===== src/pkg/prr_pkg.sv =====
`default_nettype none
package prr_pkg;
  // command encodings on the simplified command bus
  localparam logic [2:0] CMD_NOP        = 3'h0;
  localparam logic [2:0] CMD_MODE_WRITE = 3'h1;
  localparam logic [2:0] CMD_READ       = 3'h2;
  localparam logic [2:0] CMD_READ_AP    = 3'h3;
  localparam logic [2:0] CMD_PRECHARGE  = 3'h4;
  localparam logic [2:0] CMD_ACTIVATE   = 3'h5;
  localparam logic [2:0] CMD_PAT_WRITE  = 3'h6;
  // mode register selectors
  localparam logic [1:0] MR_ZERO  = 2'h0;
  localparam logic [1:0] MR_THREE = 2'h3;
  // mode_reg_three field positions
  localparam int MR3_PAGE_LSB  = 0;
  localparam int MR3_ENABLE    = 2;
  localparam int MR3_FMT_LSB   = 11;
  // mode_reg_five read bus inversion enable bit
  localparam int MR5_RD_INV    = 12;
  // column address bits
  localparam int COL_BURST_CHOP = 12;
  localparam int COL_NIBBLE_HI  = 2;
  // read formats
  localparam logic [1:0] FMT_SERIAL    = 2'h0;
  localparam logic [1:0] FMT_PARALLEL  = 2'h1;
  localparam logic [1:0] FMT_STAGGERED = 2'h2;
  localparam logic [1:0] FMT_RESERVED  = 2'h3;
  // mode_reg_zero burst length field value asking for burst-chop bit high
  localparam logic [1:0] MR0_BL_OTF = 2'h1;
  // page 0 defaults, locations 0..3
  localparam logic [7:0] PAGE0_LOC0_RST = 8'h55;
  localparam logic [7:0] PAGE0_LOC1_RST = 8'h33;
  localparam logic [7:0] PAGE0_LOC2_RST = 8'h0F;
  localparam logic [7:0] PAGE0_LOC3_RST = 8'h00;
  // timing in ns at 40 ns clock
  localparam int CLK_NS          = 40;
  localparam int T_RP_NS         = 15;
  localparam int T_MRD_NS        = 80;
  localparam int T_MOD_NS        = 120;
  localparam int T_CCD_S_NS      = 160;
  localparam int T_CCD_L_NS      = 200;
  localparam int T_MPRR_NS       = 40;
  localparam int RP_CYC    = (T_RP_NS + CLK_NS - 1) / CLK_NS;
  localparam int MRD_CYC   = (T_MRD_NS + CLK_NS - 1) / CLK_NS;
  localparam int MOD_CYC   = (T_MOD_NS + CLK_NS - 1) / CLK_NS;
  localparam int CCDS_CYC  = (T_CCD_S_NS + CLK_NS - 1) / CLK_NS;
  localparam int CCDL_CYC  = (T_CCD_L_NS + CLK_NS - 1) / CLK_NS;
  localparam int MPRR_CYC  = (T_MPRR_NS + CLK_NS - 1) / CLK_NS;
  // read latency parts in clocks
  localparam int ADD_LAT_DEF = 0;
  localparam int COL_LAT_DEF = 4;
  localparam int BEATS       = 8;
endpackage
`default_nettype wire


===== src/pkg/prr_if.sv =====
`timescale 1ns/1ps
`default_nettype none
interface prr_if #(parameter int DQ_W = 16) (input wire logic CLK_SYS);
  logic [2:0]      cmd;      // command code, valid one cycle
  logic [1:0]      mr_sel;   // mode register selector
  logic [1:0]      bank;     // bank address bits 1:0
  logic            bg;       // bank group bit
  logic [17:0]     addr;     // address bits
  logic [DQ_W-1:0] dq_o;     // data from device
  logic            dq_oe;    // device drives data
  logic            dqs_o;    // strobe from device
  logic            dqs_oe;   // device drives strobe
  modport dev (input cmd, mr_sel, bank, bg, addr, output dq_o, dq_oe, dqs_o, dqs_oe);
  modport ctl (output cmd, mr_sel, bank, bg, addr, input dq_o, dq_oe, dqs_o, dqs_oe);
endinterface
`default_nettype wire


===== src/logic/prr_dev.sv =====
// Functional notes
// - pattern reads use fixed eight or four beats
// - bus inversion ignored in pattern readout
// - chopped reads start column 000 or 100
// - page 0 defaults after reset, writable
// - page 0 reads allow short spacing
// - pages 1-3 need long spacing
// - lock, precharge all, wait before entry
// - mode_reg_three bit 2 set enters readout
// - format 00 serial 01 parallel 10 staggered (format 10 is driven as serial here)
// - page field selects page 0 to 3
// - wait command and update delays
// - bank bits pick location 0 to 3
// - burst-chop bit high when field is 01
// - column bit 2 picks nibble order
// - low column bits zero, rest ignored
// - data after additive plus column latency
// - controller may repeat location reads
// - wait recovery before exit write
// - bit 2 clear exits, then update delay
// - serial format for mode-register contents
// - strobes driven with pattern data
// - serial: all lanes same, bit 7 first
// - parallel: location 0 byte every beat
//
// Design decisions made here: the placing of the registers and the plain strobed port.
`timescale 1ns/1ps
`default_nettype none
module prr_dev
  import prr_pkg::*;
#(
  parameter int DQ_W    = 16,
  parameter int ADD_LAT = ADD_LAT_DEF,
  parameter int COL_LAT = COL_LAT_DEF
)(
  input  wire logic CLK_SYS,        // system clock
  input  wire logic RST,            // async reset, high
  prr_if.dev        LNK,            // command and data link
  output logic [1:0] PAGE,          // selected page
  output logic       READOUT,       // readout mode active
  input  wire logic [7:0] PAGE1_LOC [4], // page 1 contents
  input  wire logic [7:0] PAGE2_LOC [4], // page 2 contents
  input  wire logic [7:0] PAGE3_LOC [4]  // page 3 contents
);
  localparam int LAT = ADD_LAT + COL_LAT;
  if (DQ_W % 8 != 0 || DQ_W < 8 || LAT < 1 || LAT > 30)
  begin : g_bad_param
    $error("prr_dev: unsupported parameters");
  end

  typedef struct packed {
    logic            mode_en;
    logic [1:0]      page;
    logic [1:0]      fmt;
    logic [1:0]      mr0_bl;
    logic [4:0]      lat_cnt;
    logic            pend;
    logic [7:0]      pend_byte;
    logic            pend_chop;
    logic            pend_hi;
    logic [3:0]      beat;
    logic [7:0]      data;
    logic            chop;
    logic            hi;
    logic [3:0][7:0] p0;
    logic [DQ_W-1:0] dq;
    logic            dq_oe;
    logic            dqs;
    logic            dqs_oe;
  } prr_dev_st_t;

  prr_dev_st_t st_r;
  prr_dev_st_t st_nxt;

  function automatic logic [7:0] loc_byte(input prr_dev_st_t s, input logic [1:0] loc,
                                          input logic [7:0] p1 [4], input logic [7:0] p2 [4],
                                          input logic [7:0] p3 [4]);
    unique case (s.page)
      2'h0:    loc_byte = s.p0[loc];
      2'h1:    loc_byte = p1[loc];
      2'h2:    loc_byte = p2[loc];
      2'h3:    loc_byte = p3[loc];
    endcase
  endfunction

  always_comb
  begin
    logic [2:0] idx;
    logic       bit_v;
    idx    = 3'h0;
    bit_v  = 1'b0;
    st_nxt = st_r;
    if (LNK.cmd == CMD_MODE_WRITE && LNK.mr_sel == MR_THREE)
    begin
      st_nxt.mode_en = LNK.addr[MR3_ENABLE];
      st_nxt.fmt     = LNK.addr[MR3_FMT_LSB +: 2];
      st_nxt.page    = LNK.addr[MR3_PAGE_LSB +: 2];
    end
    if (LNK.cmd == CMD_MODE_WRITE && LNK.mr_sel == MR_ZERO)
      st_nxt.mr0_bl = LNK.addr[1:0];
    if (LNK.cmd == CMD_PAT_WRITE && st_r.mode_en && st_r.page == 2'h0)
      st_nxt.p0[LNK.bank] = LNK.addr[7:0];
    // bank group, autoprecharge and column bits 1:0 are ignored
    if (st_r.mode_en && (LNK.cmd == CMD_READ || LNK.cmd == CMD_READ_AP))
    begin
      st_nxt.pend      = 1'b1;
      st_nxt.lat_cnt   = 5'(LAT - 1);
      st_nxt.pend_byte = (st_r.fmt == FMT_PARALLEL) ?
                         loc_byte(st_r, 2'h0, PAGE1_LOC, PAGE2_LOC, PAGE3_LOC) :
                         loc_byte(st_r, LNK.bank, PAGE1_LOC, PAGE2_LOC, PAGE3_LOC);
      // fixed burst setting: chop taken from the column bit
      st_nxt.pend_chop = (st_r.mr0_bl != MR0_BL_OTF) && !LNK.addr[COL_BURST_CHOP];
      st_nxt.pend_hi   = LNK.addr[COL_NIBBLE_HI];
    end
    else if (st_r.pend)
    begin
      if (st_r.lat_cnt == 5'h0)
      begin
        st_nxt.pend  = 1'b0;
        st_nxt.beat  = 4'h1;
        st_nxt.data  = st_r.pend_byte;
        st_nxt.chop  = st_r.pend_chop;
        st_nxt.hi    = st_r.pend_hi;
      end
      else
        st_nxt.lat_cnt = st_r.lat_cnt - 5'h1;
    end
    if (st_r.pend && st_r.lat_cnt == 5'h0)
      st_nxt.beat = 4'h1;
    else if (st_r.beat != 4'h0)
      st_nxt.beat = (st_r.beat == 4'(BEATS)) ? 4'h0 : st_r.beat + 4'h1;
    st_nxt.dq_oe  = 1'b0;
    st_nxt.dqs_oe = 1'b0;
    st_nxt.dq     = '0;
    st_nxt.dqs    = 1'b0;
    if (st_nxt.beat != 4'h0)
    begin
      idx   = 3'(st_nxt.beat - 4'h1);
      if (st_nxt.chop && st_nxt.hi)
        idx = idx + 3'h4;
      // no inversion: mode_reg_five bus inversion setting not consulted
      bit_v = st_nxt.data[3'h7 - idx];
      if (st_nxt.fmt == FMT_PARALLEL)
        st_nxt.dq = {(DQ_W/8){st_nxt.data}};
      else
        st_nxt.dq = {DQ_W{bit_v}};
      // chopped bursts leave beats 4..7 terminated (undriven)
      st_nxt.dq_oe  = !(st_nxt.chop && st_nxt.beat > 4'h4);
      st_nxt.dqs_oe = st_nxt.dq_oe;
      st_nxt.dqs    = st_nxt.beat[0];
    end
  end

  always_ff @(posedge CLK_SYS or posedge RST)
  begin
    if (RST)
    begin
      st_r    <= '0;
      st_r.p0 <= {PAGE0_LOC3_RST, PAGE0_LOC2_RST, PAGE0_LOC1_RST, PAGE0_LOC0_RST};
    end
    else
      st_r <= st_nxt;
  end

  assign LNK.dq_o   = st_r.dq;
  assign LNK.dq_oe  = st_r.dq_oe;
  assign LNK.dqs_o  = st_r.dqs;
  assign LNK.dqs_oe = st_r.dqs_oe;
  assign PAGE       = st_r.page;
  assign READOUT    = st_r.mode_en;
endmodule // prr_dev
`default_nettype wire


===== src/flat_wrapper.sv =====
// flat-port wrapper written by rule: the top's interface ports become plain ports
module prr_dev_flat import prr_pkg::*;
#(
  parameter int DQ_W    = 16,
  parameter int ADD_LAT = ADD_LAT_DEF,
  parameter int COL_LAT = COL_LAT_DEF
)
  (CLK_SYS, RST, PAGE, READOUT, PAGE1_LOC, PAGE2_LOC, PAGE3_LOC, LNK_cmd, LNK_mr_sel, LNK_bank, LNK_bg, LNK_addr, LNK_dq_o, LNK_dq_oe, LNK_dqs_o, LNK_dqs_oe);
  prr_if #(.DQ_W(DQ_W)) LNK_i (.CLK_SYS(CLK_SYS));
  input  wire logic CLK_SYS;
  input  wire logic RST;
  output logic [1:0] PAGE;
  output logic READOUT;
  input  wire logic [7:0] PAGE1_LOC[4];
  input  wire logic [7:0] PAGE2_LOC[4];
  input  wire logic [7:0] PAGE3_LOC[4];
  input wire logic [$bits(LNK_i.cmd)-1:0] LNK_cmd;
  input wire logic [$bits(LNK_i.mr_sel)-1:0] LNK_mr_sel;
  input wire logic [$bits(LNK_i.bank)-1:0] LNK_bank;
  input wire logic [$bits(LNK_i.bg)-1:0] LNK_bg;
  input wire logic [$bits(LNK_i.addr)-1:0] LNK_addr;
  output wire logic [$bits(LNK_i.dq_o)-1:0] LNK_dq_o;
  output wire logic [$bits(LNK_i.dq_oe)-1:0] LNK_dq_oe;
  output wire logic [$bits(LNK_i.dqs_o)-1:0] LNK_dqs_o;
  output wire logic [$bits(LNK_i.dqs_oe)-1:0] LNK_dqs_oe;
  assign LNK_i.cmd = LNK_cmd;
  assign LNK_i.mr_sel = LNK_mr_sel;
  assign LNK_i.bank = LNK_bank;
  assign LNK_i.bg = LNK_bg;
  assign LNK_i.addr = LNK_addr;
  assign LNK_dq_o = LNK_i.dq_o;
  assign LNK_dq_oe = LNK_i.dq_oe;
  assign LNK_dqs_o = LNK_i.dqs_o;
  assign LNK_dqs_oe = LNK_i.dqs_oe;
  prr_dev #(.DQ_W(DQ_W), .ADD_LAT(ADD_LAT), .COL_LAT(COL_LAT)) u_core (.CLK_SYS(CLK_SYS), .RST(RST), .LNK(LNK_i), .PAGE(PAGE), .READOUT(READOUT), .PAGE1_LOC(PAGE1_LOC), .PAGE2_LOC(PAGE2_LOC), .PAGE3_LOC(PAGE3_LOC));
endmodule

===== config.mk =====
export PLATFORM = sky130hd
export DESIGN_NAME = prr_dev_flat
export DESIGN_NICKNAME = d
export VERILOG_FILES = /design/src/pkg/prr_pkg.sv /design/src/pkg/prr_if.sv /design/src/logic/prr_dev.sv /design/src/flat_wrapper.sv
export SDC_FILE = /design/constraint.sdc
export NUM_CORES = 1
export LEC_CHECK = 0
export CAP_MARGIN = 20
export CORE_UTILIZATION = 55
export CTS_CLUSTER_SIZE = 16
export DETAILED_ROUTE_END_ITERATION = 8
export DONT_BUFFER_PORTS = 1
export GPL_TIMING_DRIVEN = 0
export PLACE_DENSITY = 0.7
export SLEW_MARGIN = 20
export SYNTH_ARGS = -nofsm -noshare
export SYNTH_HDL_FRONTEND = slang
export SYNTH_SLANG_ARGS = --single-unit
export TNS_END_PERCENT = 100

===== constraint.sdc =====
create_clock -name CLK_SYS -period 7.1 [get_ports CLK_SYS]
set_input_delay 1.42 -clock CLK_SYS [delete_from_list [all_inputs] [get_ports CLK_SYS]]
set_output_delay 1.42 -clock CLK_SYS [all_outputs]
set_load 0.01 [all_outputs]

Yosys cells after proc, flatten, opt, wreduce, memory -nomap -nowiden
Index checks and enable logic that the tools add are counted.
Widths: inputs -> output; s select.
{"block": "op_classes", "reduce_logical": 20, "magnitude_cmp": 5, "n_addsub": 5, "n_eq_ne": 13, "muxes": 34, "n_bitwise": 1}
{"cell": "$mux 8", "n": 9}
{"cell": "$bmux 8 s2", "n": 4}
{"cell": "$pmux 8 s4", "n": 2}
{"cell": "$mux 14", "n": 3}
{"cell": "$bwmux 32", "n": 1}
{"cell": "$mux 19", "n": 1}
{"cell": "$demux 8 s2", "n": 1}
{"cell": "$mux 16", "n": 1}
{"cell": "$mux 4", "n": 3}
{"cell": "$mux 6", "n": 2}
{"cell": "$logic_and 1x1->1", "n": 10}
{"cell": "$reduce_bool 4->1", "n": 2}
{"cell": "$eq 2x1->1 const B", "n": 3}
{"cell": "$eq 2x2->1 const B", "n": 3}
{"cell": "$eq 3x2->1 const B", "n": 2}
{"cell": "$mux 3", "n": 2}
{"cell": "$logic_not 5->1", "n": 1}
{"cell": "$mux 5", "n": 1}
{"cell": "$sub 5x1->5 const B", "n": 1}
{"cell": "$add 4x1->4 const B", "n": 1}
{"cell": "$eq 4x4->1 const B", "n": 1}
{"cell": "$gt 4x3->1 const B", "n": 1}
{"cell": "$logic_not 2->1", "n": 2}
{"cell": "$lt 3x4->1 const B", "n": 1}
{"cell": "other kinds (17)", "n": 20}
{"block": "word_totals", "output_inout_bits": 22, "wordCells": 99, "register_bits": 88}

Depth between registers and ports, before layout
Gate-level depths: netlist of run 1.
{"block": "logic_depth", "depth_word": 15, "mapped_depth": 14}

Worst setup path before layout of run 1
Ideal clock, no wire load.
{"block": "synth_timing", "kind": "register to register", "start": "reg u_core.st_r[61] (netlist name)", "end": "reg u_core.st_r (netlist bit u_core.LNK.dq_o[10])", "path_stages_with_launch": 14, "setup_slack_ps": 4131, "synth_period_minus_slack_ps": 2969, "t_arrival_ps": 2826, "setup_ps": 143, "path_cell_list": "dfrtp_1 -> clkbuf_1 -> inv_1 -> ha_1 -> nor3b_1 -> mux2i_1 -> or2_2 -> ha_1 -> a21oi_1 -> a2bb2oi_2 -> o32a_1 -> buf_6 -> o21bai_4 -> a211oi_1"}
{"item": "start, declared", "line": "prr_dev.sv:72", "rtl": "prr_dev_st_t st_r;"}
{"item": "start signal, assigned", "line": "prr_dev.sv:162", "rtl": "st_r <= st_nxt;"}

==> impl_metrics.csv, run 1 <==
group,metric,value,unit
status,status,"finished, final reports clean",
min_path,hp-start,"u_core.st_r[69]$_DFFE_PP0P_",
synth,ys_async_sr_fraction,100,%
synth,synthesis.area,5140,sq um
clock_tree,clock_sinks,79,
min_path,whs_endpoint,"u_core.st_r[69]$_DFFE_PP0P_",
floorplanning,boundaryPins,146,
critical_path,r2r_cells,13,
timing,period_minus_slack,3.36,ns
floorplanning,initial_utilization,57.9,%
timing,tightest_slew,0.735,ns
critical_path,slowest_stage,"dfrtp_1",
critical_path,slowest_delay,0.40,ns
synth,ys.flop_type,"dfrtp_1",
timing,post-route-period-util,47.4,%
critical_path,end_kind,"flip-flop",
synth,synth_edf_count,0,
routing,routed_wl,13.3,mm
finish,drive_gt1_share,31.3,%
clock_tree,max-clock-path-buffers,2,
clock_tree,cts_htree_levels,3,
clock_tree,cts-hold-fix-buffers,0,
floorplanning,die_w,98.7,um
critical_path,arrival,3.57,ns
timing,setup_viol,0,
routing,drtAntennaViolNets,0,
grt,grt.overflow.total,0,
timing,rsz0062_at_grt,"no",
critical_path,cpMostUsedCell,"ha_1",
synth,yosysWarnings,0,
routing,drc,0,
critical_path,crit_required,7.31,ns
finish,mostFrequentLayoutCells,"dfrtp_1, mux2_2, nand2_1",
clock_tree,cts_setup_buffers,0,
floorplanning,placementRows,34,
placement,gp_congestion,0.897,
timing,fmax,0.297,GHz
timing,finalMaxSlewViolations,0,
finish,syn_to_final_growth,6.88,%
finish,final_common_cell,"dfrtp_1",
critical_path,path_class,"flip-flop to flip-flop",
critical_path,critPathBufInv,3,
timing,slew_headroom,50.8,%
pwr,p_total,2.17,mW
min_path,hold_depth,1,
synth,synth_area_per_cell,11.1,sq um
grt,grt_max_degree,47,
job,maxCapViolCount,0,
critical_path,crit_cells,13,
grt,grt_pass1_vias,4061,
clock_tree,insertion_delay,0.35,ns
pwr,ir_drop,0.206,mV
synth,synth_area_leaders,"dfrtp_1, mux2_2, mux4_2",
routing,vias,3965,
critical_path,rr_startpoint,"u_core.st_r[61]$_DFF_PP0_",
floorplanning,die_y,98.7,um
clock_tree,postCtsResizedCells,0,
routing,drt_iter0_drc,294,
min_path,min_path_type,"flip-flop to flip-flop",
grt,globalRouteTotalUtil,28.8,%
pwr,p_per_area,395,nW/um^2
critical_path,cp_top_family,"compound AO/OA/AOI/OAI gates",
routing,routed_via_density,6.74,
critical_path,path_max_fanout,9,
floorplanning,dieArea,9740,sq um
finish,num_antenna_cells,0,
floorplanning,core,8890,sq um
clock_tree,cts_tree,"done",
synth,synth.net_count,593,
grt,antenna_found_initial,0,
synth,synth.top_cell.area_share,32.6,%
synth,postSynthCellCount,464,
placement,place_hpwl,10.3,mm
timing,skew,0.0119,ns
critical_path,startpoint_type,"flip-flop",
finish,final_nets,605,
synth,synth_top_area_cell,"dfrtp_1",
synth,yosysSeqAreaShare,38.7,%
pwr,p_leak,2.35,nW
clock_tree,cts-root-buf,"clkbuf_8",
routing,wl_per_cell,22.6,um
placement,place.port_buffers,0,
clock_tree,path_clk_slew,0.08,ns
critical_path,r2r_slack,3.74,ns
grt,grt_pass1_wl,21.5,mm
timing,hold_viol_final,0,
synth,synth.distinct_cells,68,
critical_path,timing.rr.end,"u_core.LNK.dq_o[13]$_DFF_PP0_",
timing,setup-tns-final,0,ns
synth,ys_ff_latch,79,
critical_path,crit_chain,"clkbuf_1, inv_1, ha_1, nor3b_1, mux2i_1, or2_2, ha_1, a21oi_1, a2bb2oi_2, o32a_1, buf_6, o21bai_4, a211oi_1",
routing,drt_pass1_iterations,5,
clock_tree,numCtsBuffers,9,
worst max path at each step:
stage | startpoint | to | slack [ns]
final | u_core.st_r[61]$_DFF_PP0_ | u_core.LNK.dq_o[13]$_DFF_PP0_ | 3.74
after global routing | u_core.st_r[61]$_DFF_PP0_ | u_core.LNK.dq_o[13]$_DFF_PP0_ | 3.41
after CTS | u_core.st_r[61]$_DFF_PP0_ | u_core.LNK.dq_o[13]$_DFF_PP0_ | 3.73
after detailed placement | LNK_bank[0] | u_core.st_r[45]$_DFFE_PP0P_ | 3.58
after global placement | RST | u_core.st_r[64]$_DFF_PP0_ | 2.84
after floorplan | RST | u_core.LNK.dq_o[10]$_DFF_PP0_ | 3.68
routing by layer:
metal  GRT usage (%)  part of all wire (%)  up-vias
met2            49.5                    51      195
li1                -                     -     1777
met4            9.64                   2.3        0
met3            7.30                   8.0       30
met5               0                     0        -
met1            35.4                    38     1963
registers in the layout, summed over array words and instances, names as in the netlist:
name and cells:
u_core.LNK.dqs_o 1, u_core.LNK.dq_oe 1, u_core.LNK.dq_o 8, u_core.READOUT 1, u_core.st_r 66, u_core.PAGE 2
layout make-up:
type                            count  area (sq um)
Fill cell                         740          3390
Multi-Input combinational cell    319          2780
Sequential cell                    79          1990
Buffer                             53           323
Clock buffer                       12           145
Tap cell                          108           135
Inverter                           13          51.3
Clock inverter                      3          43.8
Timing Repair Buffer                1          27.5
power breakdown:
group	total [mW]	leakage, nW	switching [mW]	internal (mW)
logic	1.14	1.28	0.600	0.543
clock network	0.329	0.0968	0.158	0.171
registers	0.698	0.974	0.0994	0.598
stage by stage:
step,cell area (sq um),worst slack (ns),utilization (%),hold slack [ns],instances
floorplan,5140,3.68,-,0.446,464
global placement,5280,2.84,59.4,0.463,572
detailed placement,5310,3.58,59.7,0.475,573
CTS,5500,3.73,61.8,0.491,588
global route,5500,3.41,61.8,0.515,588
finish,5500,3.74,61.8,0.490,588
worst register-to-register path, cell delays in order, from the launching register on:
cell and delay (ns):
dfrtp_1 0.40, clkbuf_1 0.20, inv_1 0.15, ha_1 0.26, nor3b_1 0.40, mux2i_1 0.12, or2_2 0.30, ha_1 0.38
a21oi_1 0.18, a2bb2oi_2 0.07, o32a_1 0.30, buf_6 0.15, o21bai_4 0.20, a211oi_1 0.11
cell usage after synthesis, types with 6 or more instances:
| cell | count |
|---|---|
| clkbuf_1 | 18 |
| dfstp_2 | 12 |
| inv_1 | 12 |
| nand2_1 | 27 |
| buf_2 | 11 |
| o22ai_1 | 14 |
| dfrtp_1 | 67 |
| mux4_2 | 20 |
| a21oi_1 | 10 |
| a221oi_1 | 10 |
| nor2b_1 | 6 |
| a211oi_1 | 14 |
| mux2_2 | 51 |
| nand3_1 | 12 |
| o21ai_0 | 20 |
| mux2i_1 | 25 |
| buf_4 | 19 |
| nor2_1 | 23 |
| a22oi_1 | 7 |
kinds of logic (layout without fill, tap and decap cells):
group | after synthesis | count (layout) | share of synthesized area [%]
adders and majority gates | 5 | 5 | 1.22
and+or+nand+nor | 99 | 99 | 10.7
DFF | 79 | 79 | 38.7
buffers and inverters | 66 | 82 | 7.22
muxes | 96 | 96 | 24.8
xor gates and xnor gates | 5 | 5 | 0.852
AOI/OAI and AO/OA | 114 | 114 | 16.5
Note: power is estimated with default switching activity, not from simulation.
==> inputs of run 2 (changes only) <==
- clock period: 7.1 -> 3.3 ns (I/O delays scaled with it)
==> run 2 against run 1 <==
Against the previous run:
- final area rose by 0.20%
- clock power rose by 110%
- first-iteration DRC count fell by 1.0%
- sequential power rose by 120%
- hold slack got worse by 0.30 ns
- clock skew barely moved
- maximum frequency rose by 10%
==> impl_metrics.csv, run 2 (synthesized netlist as in run 1, its figures left out) <==
group,metric,value,unit
grt,grt_max_degree,47,
critical_path,r2r_slack,0.24,ns
routing,vias,3973,
routing,routed_via_density,6.77,
finish,final_common_cell,"dfrtp_1",
status,status,"finished, final reports clean",
clock_tree,cts_htree_levels,3,
clock_tree,insertion_delay,0.35,ns
grt,grt.overflow.total,0,
routing,drtAntennaViolNets,0,
routing,drt_pass1_iterations,5,
floorplanning,placementRows,34,
critical_path,path_class,"flip-flop to flip-flop",
critical_path,timing.rr.end,"u_core.LNK.dq_o[13]$_DFF_PP0_",
floorplanning,die_y,98.7,um
finish,final_nets,604,
critical_path,crit_required,3.51,ns
grt,grt_pass1_vias,4062,
floorplanning,dieArea,9740,sq um
timing,slew_headroom,49.2,%
timing,setup_viol,0,
finish,syn_to_final_growth,7.10,%
floorplanning,core,8890,sq um
grt,grt_pass1_wl,21.4,mm
routing,routed_wl,13.3,mm
finish,mostFrequentLayoutCells,"dfrtp_1, mux2_2, nand2_1",
job,maxCapViolCount,0,
critical_path,arrival,3.27,ns
clock_tree,cts_tree,"done",
critical_path,end_kind,"flip-flop",
routing,wl_per_cell,22.6,um
clock_tree,cts_setup_buffers,0,
finish,num_antenna_cells,0,
placement,gp_congestion,0.897,
grt,globalRouteTotalUtil,28.7,%
placement,place_ws,-0.0451,ns
timing,skew,0.0121,ns
pwr,p_per_area,850,nW/um^2
critical_path,rr_startpoint,"u_core.st_r[61]$_DFF_PP0_",
finish,drive_gt1_share,31.9,%
timing,hold_viol_final,0,
pwr,p_total,4.68,mW
pwr,ir_drop,0.443,mV
timing,tightest_slew,0.758,ns
finish,largest_reg_flops,66,
grt,antenna_found_initial,0,
clock_tree,numCtsBuffers,9,
floorplanning,die_w,98.7,um
clock_tree,max-clock-path-buffers,2,
critical_path,r2r_cells,13,
finish,stdcell_area,5510,sq um
placement,place_hpwl,10.3,mm
timing,post-route-period-util,92.6,%
clock_tree,path_clk_slew,0.08,ns
floorplanning,boundaryPins,146,
timing,hold-worst-slack,0.195,ns
timing,fmax,0.327,GHz
timing,period_minus_slack,3.06,ns
timing,setup_ws,0.244,ns
pwr,p_leak,2.35,nW
critical_path,cp-startpoint,"u_core.st_r[61]$_DFF_PP0_",
routing,drc,0,
min_path,min_path_type,"input pin to async pin",
finish,final_util,62.0,%
placement,place.port_buffers,0,
clock_tree,clock_sinks,79,
critical_path,startpoint_type,"flip-flop",
finish,top_register,"u_core.st_r",
timing,finalMaxSlewViolations,0,
placement,placed_area,5310,sq um
routing,drt_iter0_drc,291,
clock_tree,cts-root-buf,"clkbuf_8",
floorplanning,initial_utilization,57.9,%
timing,rsz0062_at_grt,"no",
critical_path,path_max_fanout,9,
## run 2: layer usage
metal	wire length [um]	share of wire, %	GRT usage (%)
met1	5120	39	35.3
met2	6770	51	49.5
met3	1050	7.9	7.30
met4	329	2.5	9.64
met5	0	0	0
## run 2: power breakdown
group	leakage (nW)	internal [mW]	total [mW]	switching [mW]
Sequential	0.973	1.29	1.52	0.227
Combinational	1.28	1.18	2.46	1.29
Clock	0.0968	0.368	0.706	0.338
Total	2.35	2.83	4.68	1.85
## run 2: worst max-delay path by stage
stage | endpoint | slack [ns] | cells past startpoint
after floorplan | u_core.LNK.dq_o[10]$_DFF_PP0_ | 0.33 | 13
after global placement | u_core.st_r[64]$_DFF_PP0_ | -0.20 | 1
after detailed placement | u_core.LNK.dq_o[13]$_DFF_PP0_ | -0.05 | 13
after CTS | u_core.LNK.dq_o[13]$_DFF_PP0_ | 0.15 | 13
after global routing | u_core.LNK.dq_o[13]$_DFF_PP0_ | 0.04 | 13
final | u_core.LNK.dq_o[13]$_DFF_PP0_ | 0.24 | 13
## run 2: final cells by class
cell class / count / area (sq um)
sequential: 79 / 1990
clock buffer: 12 / 145
buffer: 52 / 319
inverter: 13 / 51.3
multi-input combinational: 319 / 2790
timing repair buffer: 1 / 27.5
fill: 740 / 3380
tap: 108 / 135
clock inverter: 3 / 43.8
## run 2: timing repair
action	4_1_cts	5_1_grt
gates resized for setup	1	3
endpoints found under the setup margin	8	8
hold buffers	0	0
cloned	0	0
## run 2: worst max-delay path: stages (launching register included)
cell and delay (ns):
dfrtp_2 0.48, inv_1 0.12, ha_2 0.24, nand2b_1 0.07, clkbuf_1 0.18, a221o_2 0.44, inv_2 0.08, ha_1 0.29
a21oi_1 0.18, a2bb2oi_2 0.07, o32a_1 0.30, buf_6 0.15, o21bai_4 0.20, a211oi_1 0.11
## run 2: through the flow
stage / instances / setup TNS (ns)
5_1_grt: 587 / 0
3_3_place_gp: 572 / -13.15
3_5_place_dp: 573 / -0.275
4_1_cts: 587 / 0
2_1_floorplan: 464 / 0
6_report: 587 / 0
==> inputs of run 3 (changes only) <==
- CELL_PAD_IN_SITES_DETAIL_PLACEMENT: unset -> 0
- CELL_PAD_IN_SITES_GLOBAL_PLACEMENT: unset -> 1
- CORE_UTILIZATION: 55 -> 50
- PLACE_DENSITY: 0.7 -> unset
- PLACE_DENSITY_LB_ADDON: unset -> 0.1
==> run 3 against run 2 <==
Against the previous run:
- sequential power about the same
- worst setup slack got worse by 0.071 ns
- routed wire length increased by 2.4%
- final area increased by 1.5%
- maximum frequency decreased by 2.3%
- count of clock-buffer cells in the layout decreased by 3
- hold slack got worse by 0.037 ns
- global-route usage decreased by 2.4 points
- critical path depth decreased by 1
- sequential share of layout area decreased by 0.53 points
- core utilization decreased by 5.3 points
- largest cell class unchanged
- highest routed layer unchanged
==> impl_metrics.csv, run 3 (synthesized netlist as in run 1, its figures left out) <==
group,metric,value,unit
floorplanning,die_w,103,um
routing,drtAntennaViolNets,0,
clock_tree,clock_sinks,79,
floorplanning,initial_utilization,52.1,%
pwr,p_total,4.86,mW
critical_path,r2r_slack,0.17,ns
pwr,p_per_area,868,nW/um^2
timing,post-route-period-util,94.8,%
critical_path,slowest_delay,0.48,ns
placement,gp_congestion,0.856,
finish,final_common_cell,"dfrtp_1",
finish,largest_reg_flops,66,
timing,period_minus_slack,3.13,ns
routing,routed_via_density,6.38,
critical_path,path_class,"flip-flop to flip-flop",
routing,drt_pass1_iterations,5,
critical_path,startpoint_type,"flip-flop",
placement,placed_area,5340,sq um
min_path,min_path_type,"input pin to async pin",
timing,hold_viol_final,0,
timing,hold-worst-slack,0.158,ns
placement,place.port_buffers,0,
finish,stdcell_count,614,
finish,drive_gt1_share,32.6,%
timing,finalMaxSlewViolations,0,
clock_tree,cts_htree_levels,3,
critical_path,cp_top_family,"compound AO/OA/AOI/OAI gates",
finish,top_register,"u_core.st_r",
clock_tree,numCtsBuffers,9,
routing,wl_per_cell,22.1,um
pwr,p_leak,2.38,nW
floorplanning,core,9860,sq um
placement,dp_cells,598,
floorplanning,dieArea,10700,sq um
clock_tree,max-clock-path-buffers,2,
finish,syn_to_final_growth,8.71,%
finish,num-fill-cells,865,
critical_path,r2r_cells,12,
critical_path,end_kind,"flip-flop",
floorplanning,die_y,103,um
floorplanning,boundaryPins,146,
critical_path,path_max_fanout,9,
grt,globalRouteTotalUtil,26.3,%
critical_path,rr_startpoint,"u_core.st_r[61]$_DFF_PP0_",
grt,grt_pass1_vias,4026,
timing,slew_headroom,44.3,%
grt,grt_max_degree,52,
pwr,ir_drop,0.436,mV
timing,tightest_slew,0.830,ns
routing,drc,0,
job,maxCapViolCount,0,
clock_tree,path_clk_slew,0.09,ns
clock_tree,cts-root-buf,"clkbuf_8",
critical_path,timing.rr.end,"u_core.LNK.dq_o[12]$_DFF_PP0_",
finish,num_antenna_cells,0,
critical_path,crit_chain,"inv_1, ha_2, nor3b_4, mux2i_1, or2_2, ha_1, a21oi_1, a2bb2oi_2, o32a_1, buf_6, o21bai_4, a211oi_1",
finish,final_nets,605,
grt,grt_pass1_wl,20.8,mm
routing,vias,3916,
grt,grt.overflow.total,0,
clock_tree,cts-hold-fix-buffers,0,
grt,antenna_found_initial,0,
clock_tree,insertion_delay,0.35,ns
status,status,"finished, final reports clean",
timing,skew,0.0158,ns
timing,fmax,0.320,GHz
placement,place_hpwl,10.5,mm
critical_path,crit_required,3.52,ns
critical_path,arrival,3.35,ns
finish,stdcell_area,5590,sq um
timing,setup_viol,0,
critical_path,critPathBufInv,2,
finish,mostFrequentLayoutCells,"dfrtp_1, mux2_2, nand2_1",
clock_tree,cts_tree,"done",
floorplanning,placementRows,36,
routing,drt_iter0_drc,160,
routing,routed_wl,13.6,mm
timing,setup-tns-final,0,ns
critical_path,slowest_stage,"dfrtp_2",
## run 3: power breakdown
part           leakage, nW  internal [mW]  switching [mW]
registers            0.973           1.29           0.231
logic                 1.29           1.19            1.31
clock network        0.118          0.443           0.398
## run 3: area by class of cell
| cell class | count | area (sq um) | share of cell area [%] |
|---|---|---|---|
| plain buffers | 52 | 319 | 5.71 |
| clock buffers | 9 | 124 | 2.22 |
| clock inverters | 7 | 109 | 1.95 |
| inverters | 13 | 51.3 | 0.917 |
| multi-input cells | 319 | 2790 | 50.0 |
| flip-flops and latches | 79 | 1990 | 35.6 |
| well taps | 133 | 166 | 2.98 |
| repair buffers | 2 | 35.0 | 0.627 |
## run 3: timing repair
action / 4_1_cts / 5_1_grt
resized for setup: 1 / 3
setup buffers: 0 / 1
pin swaps: 0 / 1
endpoints found under the setup margin: 8 / 8
## run 3: routing by layer
layer	vias to the layer above	share of wire [%]	GRT usage [%]
li1	1769	-	-
met1	1953	39	32.1
met2	173	53	47.3
met3	21	6.6	5.44
met4	0	1.5	6.93
met5	-	0	0
## run 3: how the worst max path moves through the flow
stage | slack [ns] | cells past startpoint | start | endpoint
6_report | 0.17 | 12 | u_core.st_r[61]$_DFF_PP0_ | u_core.LNK.dq_o[12]$_DFF_PP0_
3_5_place_dp | -0.11 | 13 | u_core.st_r[61]$_DFF_PP0_ | u_core.LNK.dq_o[12]$_DFF_PP0_
3_3_place_gp | -0.20 | 1 | RST | u_core.LNK.dq_o[11]$_DFF_PP0_
2_1_floorplan | 0.33 | 13 | u_core.st_r[61]$_DFF_PP0_ | u_core.LNK.dq_o[10]$_DFF_PP0_
5_1_grt | -0.001 | 13 | u_core.st_r[61]$_DFF_PP0_ | u_core.LNK.dq_o[12]$_DFF_PP0_
4_1_cts | 0.09 | 12 | u_core.st_r[61]$_DFF_PP0_ | u_core.LNK.dq_o[12]$_DFF_PP0_
## run 3: worst register-to-register path, cell delays in order (launching register included)
cell and delay (ns):
dfrtp_2 0.48, inv_1 0.14, ha_2 0.24, nor3b_4 0.27, mux2i_1 0.11, or2_2 0.30, ha_1 0.39, a21oi_1 0.21
a2bb2oi_2 0.08, o32a_1 0.30, buf_6 0.15, o21bai_4 0.21, a211oi_1 0.12
## run 3: metrics by stage
| step | util [%] | setup WS, ns |
|---|---|---|
| detailed placement | 54.1 | -0.109 |
| CTS | 56.5 | 0.0916 |
| global placement | 53.8 | -0.200 |
| floorplan | - | 0.331 |
| global route | 56.7 | -0.00149 |
| finish | 56.7 | 0.173 |
